$ cat config.mk
export PLATFORM = sky130hd
export DESIGN_NAME = capture_compare_unit
export DESIGN_NICKNAME = d
export VERILOG_FILES = /design/src/rtl/capture_compare_pkg.sv /design/src/rtl/capture_compare_unit.sv /design/src/rtl/capture_compare_channel.sv
export SDC_FILE = /design/constraint.sdc
export NUM_CORES = 1
export LEC_CHECK = 0
export ABC_CLOCK_PERIOD_IN_PS = 5900
export BUFFER_PORTS_ARGS = -buffer_cell sky130_fd_sc_hd__buf_2
export CAP_MARGIN = 10
export CORE_MARGIN = 1.5
export CORE_UTILIZATION = 55
export DETAILED_ROUTE_END_ITERATION = 10
export PLACE_DENSITY = 0.71
export SLEW_MARGIN = 10
export SYNTH_ARGS = -nofsm -noshare
export SYNTH_HDL_FRONTEND = slang
export SYNTH_SLANG_ARGS = --single-unit
$ cat constraint.sdc
create_clock -name hclk -period 5.9 [get_ports hclk]
set_input_delay 0.885 -clock hclk [delete_from_list [all_inputs] [get_ports hclk]]
set_output_delay 0.885 -clock hclk [all_outputs]
set_load 0.03 [all_outputs]
$ cat src/rtl/capture_compare_pkg.sv
package capture_compare_pkg;

	// ----------------------------------------------------------------
	// timing
	// ----------------------------------------------------------------
	localparam int unsigned CLK_PERIOD_NS  = 8;
	localparam int unsigned PHASE_UNIT_NS  = 4;   // one clock phase unit
	localparam int unsigned RESOLUTION_PU  = 16;  // finest timer step in phase units
	localparam int unsigned TICK_CYCLES    = (RESOLUTION_PU * PHASE_UNIT_NS + CLK_PERIOD_NS - 1)
		/ CLK_PERIOD_NS;
	localparam int unsigned PRESC_W        = 11;
	localparam int unsigned NUM_CHANNELS   = 12;
	localparam int unsigned NUM_PAIRS      = 4;
	localparam int unsigned STAT_W         = 14;
	localparam int unsigned STAT_OVF_A     = 12;
	localparam int unsigned STAT_OVF_B     = 13;

	// ----------------------------------------------------------------
	// register offsets
	// ----------------------------------------------------------------
	localparam logic [11:0] OFS_CONTROL    = 12'h000;
	localparam logic [11:0] OFS_RELOAD_A   = 12'h004;
	localparam logic [11:0] OFS_RELOAD_B   = 12'h008;
	localparam logic [11:0] OFS_TIMER_A    = 12'h00C;
	localparam logic [11:0] OFS_TIMER_B    = 12'h010;
	localparam logic [11:0] OFS_STATUS     = 12'h014;
	localparam logic [11:0] OFS_MASK       = 12'h018;
	localparam logic [11:0] OFS_DOUBLE     = 12'h01C;
	localparam logic [11:0] OFS_PIN_STATE  = 12'h020;
	localparam logic [11:0] OFS_CHAN_VALUE = 12'h040;
	localparam logic [11:0] OFS_CHAN_CFG   = 12'h080;

	// control register fields
	localparam int unsigned CTL_RUN_A      = 0;
	localparam int unsigned CTL_RUN_B      = 1;
	localparam int unsigned CTL_PRESC_A    = 2;  // 3 bits
	localparam int unsigned CTL_EXT_A      = 5;
	localparam int unsigned CTL_PRESC_B    = 6;  // 3 bits
	localparam int unsigned CTL_W          = 9;

	// reset values and the counter top value
	localparam logic [15:0] RST_TIMER      = 16'h0000;
	localparam logic [15:0] RST_RELOAD     = 16'h0000;
	localparam logic [15:0] TIMER_TOP      = 16'hFFFF;

	// ----------------------------------------------------------------
	// types
	// ----------------------------------------------------------------
	typedef enum logic [2:0] {
		CH_OFF     = 3'b000,
		CH_CAPTURE = 3'b001,
		CH_CMP0    = 3'b010,
		CH_CMP1    = 3'b011,
		CH_CMP2    = 3'b100,
		CH_CMP3    = 3'b101
	} chan_mode_t;

	typedef enum logic [1:0] {
		EDGE_NONE = 2'b00,
		EDGE_RISE = 2'b01,
		EDGE_FALL = 2'b10,
		EDGE_BOTH = 2'b11
	} edge_sel_t;

	typedef enum logic [1:0] {
		BUS_IDLE  = 2'b00,
		BUS_WRITE = 2'b01,
		BUS_READ  = 2'b10
	} bus_state_t;

	typedef struct packed {
		logic       use_b;
		edge_sel_t  edge_sel;
		chan_mode_t mode;
	} chan_cfg_t;

	typedef struct packed {
		logic [15:0] value_a;
		logic [15:0] value_b;
		logic        upd_a;
		logic        upd_b;
		logic        ovf_a;
		logic        ovf_b;
	} time_bus_t;

endpackage : capture_compare_pkg

$ cat src/rtl/capture_compare_unit.sv
// Design decisions made here: the register offsets and the AHB-Lite slave port.
`timescale 1ns/1ps
module capture_compare_unit
	import capture_compare_pkg::*;
(
	input  wire logic                               hclk,
	input  wire logic                               hresetn,
	input  wire logic                               hsel,
	input  wire logic [31:0]                        haddr,
	input  wire logic [1:0]                         htrans,
	input  wire logic                               hwrite,
	input  wire logic [2:0]                         hsize,
	input  wire logic [31:0]                        hwdata,
	input  wire logic                               hready,
	output logic                                    hreadyout,
	output logic                                    hresp,
	output logic [31:0]                             hrdata,
	output logic                                    irq,
	input  wire logic                               time_base_a_count_pin,
	input  wire logic [capture_compare_pkg::NUM_CHANNELS-1:0] chan_pin_in,
	output logic [capture_compare_pkg::NUM_CHANNELS-1:0]      chan_pin_out,
	output logic [capture_compare_pkg::NUM_CHANNELS-1:0]      chan_pin_oe
);
	import capture_compare_pkg::*;

	// ----------------------------------------------------------------
	// declarations
	// ----------------------------------------------------------------
	bus_state_t              state;
	logic [11:0]             addr_q;
	logic                    accept;
	logic                    wr_en;
	logic [31:0]             rd_data;
	logic [CTL_W-1:0]        control;
	logic [15:0]             reload     [2];
	logic [15:0]             time_val   [2];
	logic [PRESC_W-1:0]      presc_cnt  [2];
	logic [PRESC_W-1:0]      presc_top  [2];
	logic [2:0]              presc_sel  [2];
	logic [1:0]              run;
	logic [1:0]              tick;
	logic [1:0]              upd;
	logic [1:0]              ovf;
	logic [1:0]              wr_timer;
	logic [1:0]              wr_reload;
	logic                    count_prev;
	logic                    count_edge;
	logic [STAT_W-1:0]       status;
	logic [STAT_W-1:0]       mask;
	logic [STAT_W-1:0]       stat_set;
	logic [NUM_PAIRS-1:0]    double_en;
	chan_cfg_t               chan_cfg   [NUM_CHANNELS];
	logic [15:0]             chan_value [NUM_CHANNELS];
	logic [NUM_CHANNELS-1:0] chan_event;
	logic [NUM_CHANNELS-1:0] chan_match;
	logic [NUM_CHANNELS-1:0] wr_value;
	logic [NUM_CHANNELS-1:0] wr_cfg;
	time_bus_t               tb;
	logic [3:0]              chan_idx;

	// ----------------------------------------------------------------
	// bus slave
	// ----------------------------------------------------------------

	// address phase accepted when selected, non-idle and bus ready
	assign accept   = hsel && htrans[1] && hready;
	assign wr_en    = (state == BUS_WRITE);
	assign chan_idx = addr_q[5:2];

	// data phase sequencing: writes finish at once, reads add one wait
	always_ff @(posedge hclk or negedge hresetn)
	begin
		if (!hresetn)
		begin
			state     <= BUS_IDLE;
			addr_q    <= 12'h000;
			hreadyout <= 1'b1;
			hrdata    <= 32'h0000_0000;
		end
		else if (accept)
		begin
			addr_q    <= haddr[11:0];
			state     <= hwrite ? BUS_WRITE : BUS_READ;
			hreadyout <= hwrite;
		end
		else
		begin
			case (state)
				BUS_READ:
				begin
					hrdata    <= rd_data;
					hreadyout <= 1'b1;
					state     <= BUS_IDLE;
				end
				BUS_WRITE:
					state <= BUS_IDLE;
				BUS_IDLE:
					state <= BUS_IDLE;
				default:
					state <= BUS_IDLE;
			endcase
		end
	end

	// response is always okay
	always_ff @(posedge hclk or negedge hresetn)
	begin
		if (!hresetn)
			hresp <= 1'b0;
		else
			hresp <= 1'b0;
	end

	// register read multiplexer, unmapped offsets read as zero
	always_comb
	begin
		rd_data = 32'h0000_0000;
		if (addr_q >= OFS_CHAN_VALUE && addr_q < OFS_CHAN_CFG)
		begin
			if (chan_idx < 4'(NUM_CHANNELS))
				rd_data[15:0] = chan_value[chan_idx];
		end
		else if (addr_q >= OFS_CHAN_CFG && addr_q < 12'h0C0)
		begin
			if (chan_idx < 4'(NUM_CHANNELS))
				rd_data[5:0] = chan_cfg[chan_idx];
		end
		else
		begin
			case (addr_q)
				OFS_CONTROL:   rd_data[CTL_W-1:0] = control;
				OFS_RELOAD_A:  rd_data[15:0] = reload[0];
				OFS_RELOAD_B:  rd_data[15:0] = reload[1];
				OFS_TIMER_A:   rd_data[15:0] = time_val[0];
				OFS_TIMER_B:   rd_data[15:0] = time_val[1];
				OFS_STATUS:    rd_data[STAT_W-1:0] = status;
				OFS_MASK:      rd_data[STAT_W-1:0] = mask;
				OFS_DOUBLE:    rd_data[NUM_PAIRS-1:0] = double_en;
				OFS_PIN_STATE: rd_data[NUM_CHANNELS-1:0] = chan_pin_out;
				default:       rd_data = 32'h0000_0000;
			endcase
		end
	end

	// ----------------------------------------------------------------
	// configuration registers
	// ----------------------------------------------------------------

	// control, mask and double mode enables
	always_ff @(posedge hclk or negedge hresetn)
	begin
		if (!hresetn)
		begin
			control   <= '0;
			mask      <= '0;
			double_en <= '0;
		end
		else if (wr_en)
		begin
			if (addr_q == OFS_CONTROL)
				control <= hwdata[CTL_W-1:0];
			if (addr_q == OFS_MASK)
				mask <= hwdata[STAT_W-1:0];
			if (addr_q == OFS_DOUBLE)
				double_en <= hwdata[NUM_PAIRS-1:0];
		end
	end

	// channel configuration, one word per channel
	always_ff @(posedge hclk or negedge hresetn)
	begin
		if (!hresetn)
		begin
			for (int i = 0; i < NUM_CHANNELS; i++)
				chan_cfg[i] <= '0;
		end
		else
		begin
			for (int i = 0; i < NUM_CHANNELS; i++)
				if (wr_cfg[i])
					chan_cfg[i] <= chan_cfg_t'(hwdata[5:0]);
		end
	end

	// per-channel and per-timer write strobes
	always_comb
	begin
		for (int i = 0; i < NUM_CHANNELS; i++)
		begin
			wr_value[i] = wr_en && (addr_q == OFS_CHAN_VALUE + 12'(4 * i));
			wr_cfg[i]   = wr_en && (addr_q == OFS_CHAN_CFG + 12'(4 * i));
		end
		wr_timer[0]  = wr_en && (addr_q == OFS_TIMER_A);
		wr_timer[1]  = wr_en && (addr_q == OFS_TIMER_B);
		wr_reload[0] = wr_en && (addr_q == OFS_RELOAD_A);
		wr_reload[1] = wr_en && (addr_q == OFS_RELOAD_B);
	end

	// ----------------------------------------------------------------
	// time bases
	// ----------------------------------------------------------------

	assign run[0]       = control[CTL_RUN_A];
	assign run[1]       = control[CTL_RUN_B];
	assign presc_sel[0] = control[CTL_PRESC_A +: 3];
	assign presc_sel[1] = control[CTL_PRESC_B +: 3];

	// rising edge on the external count pin
	assign count_edge = time_base_a_count_pin && !count_prev;

	always_ff @(posedge hclk or negedge hresetn)
	begin
		if (!hresetn)
			count_prev <= 1'b0;
		else
			count_prev <= time_base_a_count_pin;
	end

	// prescaler period is the finest step times a power of two
	always_comb
	begin
		for (int t = 0; t < 2; t++)
			presc_top[t] = PRESC_W'((TICK_CYCLES << presc_sel[t]) - 1);
	end

	// tick source: external pulses for time base a when chosen
	always_comb
	begin
		tick[0] = run[0] && (control[CTL_EXT_A] ? count_edge
			: (presc_cnt[0] == presc_top[0]));
		tick[1] = run[1] && (presc_cnt[1] == presc_top[1]);
	end

	generate
		for (genvar t = 0; t < 2; t++)
		begin : g_time_base
			// prescaler counter
			always_ff @(posedge hclk or negedge hresetn)
			begin
				if (!hresetn)
					presc_cnt[t] <= '0;
				else if (!run[t] || presc_cnt[t] == presc_top[t])
					presc_cnt[t] <= '0;
				else
					presc_cnt[t] <= presc_cnt[t] + PRESC_W'(1);
			end

			// reload register
			always_ff @(posedge hclk or negedge hresetn)
			begin
				if (!hresetn)
					reload[t] <= RST_RELOAD;
				else if (wr_reload[t])
					reload[t] <= hwdata[15:0];
			end

			// up counter with reload on overflow; software write wins
			always_ff @(posedge hclk or negedge hresetn)
			begin
				if (!hresetn)
				begin
					time_val[t] <= RST_TIMER;
					upd[t]      <= 1'b0;
					ovf[t]      <= 1'b0;
				end
				else
				begin
					upd[t] <= tick[t] && !wr_timer[t];
					ovf[t] <= tick[t] && !wr_timer[t] && (time_val[t] == TIMER_TOP);
					if (wr_timer[t])
						time_val[t] <= hwdata[15:0];
					else if (tick[t] && time_val[t] == TIMER_TOP)
						time_val[t] <= reload[t];
					else if (tick[t])
						time_val[t] <= time_val[t] + 16'h0001;
				end
			end
		end
	endgenerate

	// shared view of both time bases for the channels
	assign tb = '{value_a: time_val[0], value_b: time_val[1], upd_a: upd[0],
		upd_b: upd[1], ovf_a: ovf[0], ovf_b: ovf[1]};

	// ----------------------------------------------------------------
	// channels
	// ----------------------------------------------------------------

	generate
		for (genvar c = 0; c < NUM_CHANNELS; c++)
		begin : g_channel
			localparam bit IS_LOWER = (c < NUM_PAIRS);
			localparam bit IS_UPPER = (c >= NUM_PAIRS) && (c < 2 * NUM_PAIRS);
			localparam int PAIR     = IS_LOWER ? c : (IS_UPPER ? c - NUM_PAIRS : 0);
			localparam int PARTNER  = IS_LOWER ? c + NUM_PAIRS : c;

			capture_compare_channel u_channel (
				.hclk          (hclk),
				.hresetn       (hresetn),
				.cfg           (chan_cfg[c]),
				.tb            (tb),
				.pin_in        (chan_pin_in[c]),
				.wr_en         (wr_value[c]),
				.wr_data       (hwdata[15:0]),
				.dbl_lower     (IS_LOWER && double_en[PAIR]),
				.dbl_upper     (IS_UPPER && double_en[PAIR]),
				.partner_match (IS_LOWER && chan_match[PARTNER]),
				.value         (chan_value[c]),
				.event_pulse   (chan_event[c]),
				.match         (chan_match[c]),
				.pin_out       (chan_pin_out[c]),
				.pin_oe        (chan_pin_oe[c])
			);
		end
	endgenerate

	// ----------------------------------------------------------------
	// interrupts
	// ----------------------------------------------------------------

	// event sources: one per channel plus both overflows
	always_comb
	begin
		stat_set                         = '0;
		stat_set[NUM_CHANNELS-1:0]       = chan_event;
		stat_set[STAT_OVF_A]             = ovf[0];
		stat_set[STAT_OVF_B]             = ovf[1];
	end

	// sticky status, write one to clear, a new event beats the clear
	always_ff @(posedge hclk or negedge hresetn)
	begin
		if (!hresetn)
			status <= '0;
		else if (wr_en && addr_q == OFS_STATUS)
			status <= (status & ~hwdata[STAT_W-1:0]) | stat_set;
		else
			status <= status | stat_set;
	end

	// level interrupt while any unmasked status bit is set
	always_ff @(posedge hclk or negedge hresetn)
	begin
		if (!hresetn)
			irq <= 1'b0;
		else
			irq <= |(status & mask);
	end

endmodule : capture_compare_unit

$ cat src/rtl/capture_compare_channel.sv
`timescale 1ns/1ps
module capture_compare_channel
	import capture_compare_pkg::*;
(
	input  wire logic                            hclk,
	input  wire logic                            hresetn,
	input  wire capture_compare_pkg::chan_cfg_t  cfg,
	input  wire capture_compare_pkg::time_bus_t  tb,
	input  wire logic                            pin_in,
	input  wire logic                            wr_en,
	input  wire logic [15:0]                     wr_data,
	input  wire logic                            dbl_lower,
	input  wire logic                            dbl_upper,
	input  wire logic                            partner_match,
	output logic [15:0]                          value,
	output logic                                 event_pulse,
	output logic                                 match,
	output logic                                 pin_out,
	output logic                                 pin_oe
);
	logic [15:0] sel_val;
	logic        sel_upd;
	logic        sel_ovf;
	logic        pin_prev;
	logic        trig;
	logic        is_cmp;
	logic        once;
	logic        done;

	// time base selection
	assign sel_val = cfg.use_b ? tb.value_b : tb.value_a;
	assign sel_upd = cfg.use_b ? tb.upd_b : tb.upd_a;
	assign sel_ovf = cfg.use_b ? tb.ovf_b : tb.ovf_a;

	// edge trigger on the channel pin
	assign trig = (cfg.mode == CH_CAPTURE) &&
		((cfg.edge_sel[0] && pin_in && !pin_prev) ||
		(cfg.edge_sel[1] && !pin_in && pin_prev));

	// compare hit, once-per-period modes suppressed after the first
	assign is_cmp = (cfg.mode == CH_CMP0) || (cfg.mode == CH_CMP1) ||
		(cfg.mode == CH_CMP2) || (cfg.mode == CH_CMP3);
	assign once   = (cfg.mode == CH_CMP2) || (cfg.mode == CH_CMP3);
	assign match  = is_cmp && sel_upd && (sel_val == value) &&
		!(once && done && !sel_ovf);

	// previous pin level for edge detection
	always_ff @(posedge hclk or negedge hresetn)
	begin
		if (!hresetn)
			pin_prev <= 1'b0;
		else
			pin_prev <= pin_in;
	end

	// period flag: set by first hit, cleared by overflow of the assigned base
	always_ff @(posedge hclk or negedge hresetn)
	begin
		if (!hresetn)
			done <= 1'b0;
		else if (match && once)
			done <= 1'b1;
		else if (sel_ovf || !once)
			done <= 1'b0;
	end

	// channel register: capture beats a software write in the same cycle
	always_ff @(posedge hclk or negedge hresetn)
	begin
		if (!hresetn)
			value <= RST_TIMER;
		else if (trig)
			value <= sel_val;
		else if (wr_en)
			value <= wr_data;
	end

	// interrupt request on capture or compare
	always_ff @(posedge hclk or negedge hresetn)
	begin
		if (!hresetn)
			event_pulse <= 1'b0;
		else
			event_pulse <= trig || match;
	end

	// pin drive
	always_ff @(posedge hclk or negedge hresetn)
	begin
		if (!hresetn)
		begin
			pin_out <= 1'b0;
			pin_oe  <= 1'b0;
		end
		else
		begin
			pin_oe <= !dbl_upper && (dbl_lower || cfg.mode == CH_CMP1 ||
				cfg.mode == CH_CMP3);
			if (dbl_upper)
				pin_out <= pin_out;  // pin belongs to the lower partner
			else if (dbl_lower)
			begin
				if (match ^ partner_match)
					pin_out <= !pin_out;
			end
			else if (cfg.mode == CH_CMP1 && match)
				pin_out <= !pin_out;
			else if (cfg.mode == CH_CMP3 && match)
				pin_out <= 1'b1;
			else if (cfg.mode == CH_CMP3 && sel_ovf)
				pin_out <= 1'b0;
		end
	end

endmodule : capture_compare_channel

==> results.py <==
metrics = {
    "outcome": {
        "status": "complete, no violations",
    },
    "floorplanning": {
        "fp.dieArea_mm2": 0.0562,
        "design.portCount": 146,
        "dieHeight_um": 237,
        "core.rowCount": 85,
        "fp.dieW_um": 237,
        "core_area_mm2": 0.0540,
        "floorplan.initialDensity_pct": 55.8,
    },
    "sta": {
        "setup_violations": 0,
        "setup_tns_ns": 0,
        "final-max-slew-violation-count": 0,
        "setup_repair_after_global_routing_missed_its_margin": "false",
        "clock.fmax_mhz": 256,
        "maxSlewHeadroom_pct": 12.3,
        "finalCritPeriodShare_pct": 66.1,
        "period_minus_slack_ns": 3.90,
        "finalClockSkew_ns": 0.0124,
        "worst-slew-pin-transition_ns": 1.31,
        "finalHoldViolations": 0,
    },
    "power": {
        "power_density_mw_per_mm2": 262,
        "largest_voltage_drop_on_the_vdd_net_mv": 0.222,
        "p_leak_nw": 13.3,
        "design_power_total_mw": 8.55,
    },
    "global_routing": {
        "grt_start_max_net_pins": 154,
        "grt_remaining_overflow": 0,
        "grt_pass1_wl_um": 162000,
        "grt_pass1_vias": 24754,
        "initial_antenna_violation_count": 3,
        "global_route.usage.total_pct": 39.0,
    },
    "routing": {
        "met3WireLength_um": 13400,
        "dr_total_vias": 25898,
        "met2WireLength_um": 45400,
        "drtPass1Iterations": 6,
        "drtAntennaViolNets": 0,
        "dr.max_layer_used": "met4",
        "drt-wirelength-per-cell_um": 29.1,
        "drt-initial-drc-count": 3650,
        "detail_route.vias_per_cell": 6.84,
        "routed_wl_um": 110000,
        "drc": 0,
        "m1WireLength_um": 42300,
    },
    "worst_setup_path": {
        "crit_slowest_cell": "dfrtp_1",
        "worst-path-max-fanout": 19,
        "rr_endpoint": "tb[25]",
        "critical_path.cell_chain": "ha_1 -> and3_1 -> nand4_1 -> nor3_1 -> and3_1 -> o21ai_0 -> mux2i_1 -> o21ai_0",
        "beginning_of_the_critical_path": "tb[21]",
        "cp_top_family": "simple AND/OR/NAND/NOR gates",
        "r2r_slack_ns": 2.00,
        "reg2regPathDepth": 8,
        "timing.critical_path.buf_inv": 0,
        "cp_data_required_time_ns": 6.36,
        "start_kind": "flop",
        "setup.worst_path.end_class": "flop",
        "crit_arrival_ns": 4.36,
        "timing_worst_setup_path_type": "flop to flop",
        "rr_startpoint": "tb[21]",
        "crit_path_max_incr_delay_ns": 1.04,
    },
    "cts": {
        "ctsLongestPathBuffers": 3,
        "worst_setup_hold_path_clk_slew_ns": 0.07,
        "cts.sinks": 488,
        "clockRootBuffer": "clkbuf_16",
        "cts_post_setup_buffers_inserted": 0,
        "ctsResizeCount": 0,
        "cts_tree": "yes",
        "cts_buffers": 55,
        "h-tree-depth": 2,
        "worstSkewPairLatency_ns": 0.62,
        "cts_hold_repair.buffers": 0,
    },
    "cells_and_area": {
        "layout.nets": 3152,
        "layout-drive-gt1-share_pct": 16.3,
        "post-route-cell-area_mm2": 0.0326,
        "synthToLayoutAreaGrowth_pct": 8.09,
        "layout_commonest_cell": "dfrtp_1",
        "layout.cells.most_common_list": "dfrtp_1, nand2_1, o21ai_0",
    },
    "place": {
        "number_of_port_buffers": 88,
        "place_congestion": 1.03,
        "detailed_place_hpwl_um": 74300,
        "placed_area_mm2": 0.0308,
    },
    "synth": {
        "postSynthRegisterBits": 488,
        "ys_dominant_reg_cell": "dfrtp_1",
        "yosys.cell_types.count": 77,
        "post_synth_inst_count": 3118,
        "synth_area_per_cell_um2": 9.67,
        "postSynth.asyncResetShare_pct": 100,
        "synthesis.area_mm2": 0.0301,
        "yosys_synthesis_warning_count": 0,
        "synth-edff-count": 0,
        "proportion_of_synthesized_chip_area_in_sequential_cells_pct": 40.5,
    },
    "worst_hold_path": {
        "min-delay-path-class": "input pin to asynchronous set/reset pin",
    },
    "job": {
        "timing.max_cap.violations": 0,
    },
}
worst max-delay path by stage:
stage                     endpoint  slack, ns  cells past startpoint
after floorplan             tb[10]       2.83                     12
after global placement      tb[25]       2.25                      8
after detailed placement    tb[19]       2.20                      9
after CTS                   tb[19]       2.19                      9
after global routing        tb[12]       1.88                      9
final                       tb[25]       2.00                      8
sequential cells by signal, indices dropped and copies added, names as in the netlist, 14 cells and up:
| register | cells |
|---|---|
| reload | 32 |
| g_channel.u_channel.value | 192 |
| hrdata | 16 |
| mask | 14 |
| chan_cfg | 72 |
| presc_cnt | 22 |
| status | 14 |
| tb | 34 |
Yosys cell counts (all sizes together) (5+ instances only):
library cell,n,area share [%]
nor3,20,0.40
xor2,115,3.3
dfrtp,487,40
mux4,66,4.9
o21ai,283,4.7
o32a,6,0.20
clkbuf,192,2.4
a21oi,164,2.7
nor2,138,1.7
a31oi,21,0.44
and4,9,0.26
a22o,13,0.38
inv,27,0.34
ha,16,0.66
o22ai,13,0.27
nand3,41,0.68
or3,7,0.15
and2,22,0.46
nor2b,111,2.3
a2111oi,8,0.25
buf,117,2.3
mux2i,244,8.1
nor4,27,0.81
nand4,39,0.81
mux2,127,4.7
and3,21,0.44
o211ai,7,0.17
a22oi,26,0.65
or4,11,0.30
xnor2,122,3.5
a21o,24,0.60
nand2,370,4.6
nand2b,7,0.15
nand3b,5,0.12
a211oi,113,2.8
or2,16,0.33
nor3b,5,0.14
a221oi,18,0.52
o21a,13,0.32
layer usage:
metal / global-route usage (%) / vias up
met2: 55.1 / 1723
met5: 0 / -
met4: 26.8 / 0
li1: - / 10955
met1: 52.7 / 12785
met3: 9.95 / 435
power breakdown:
part	switching, mW	internal (mW)	total, mW
Clock	1.48	1.91	3.39
Sequential	0.258	3.46	3.71
Combinational	0.944	0.510	1.45
Total	2.68	5.88	8.55
cells by family after synthesis:
| logic type | Yosys count | synth area share [%] |
|---|---|---|
| and+or+nand+nor | 859 | 14.0 |
| AOI/OAI and AO/OA | 744 | 15.1 |
| DFF | 488 | 40.5 |
| muxes | 437 | 17.8 |
| buffers and inverters | 336 | 5.08 |
| xor gates and xnor gates | 237 | 6.88 |
| adders and majority gates | 16 | 0.664 |
| other | 1 | 0.0124 |
final cells by class:
class | instances | area [µm²]
flip-flops and latches | 488 | 12200
well taps | 696 | 871
inverters | 27 | 101
diodes | 1 | 2.50
repair buffers | 167 | 1080
clock buffers | 79 | 1600
clock inverters | 18 | 131
fillers | 4545 | 21400
multi-input cells | 2310 | 16600
per-stage QoR:
step,setup WS [ns],hold slack (ns),instances,util (%)
floorplan,2.83,0.404,3134,-
global placement,2.25,0.407,3688,57.1
detailed placement,2.20,0.417,3688,57.1
CTS,2.19,0.293,3785,60.3
global route,1.88,0.314,3785,60.3
finish,2.00,0.248,3786,60.3
Note: power is estimated with default switching activity, not from simulation.
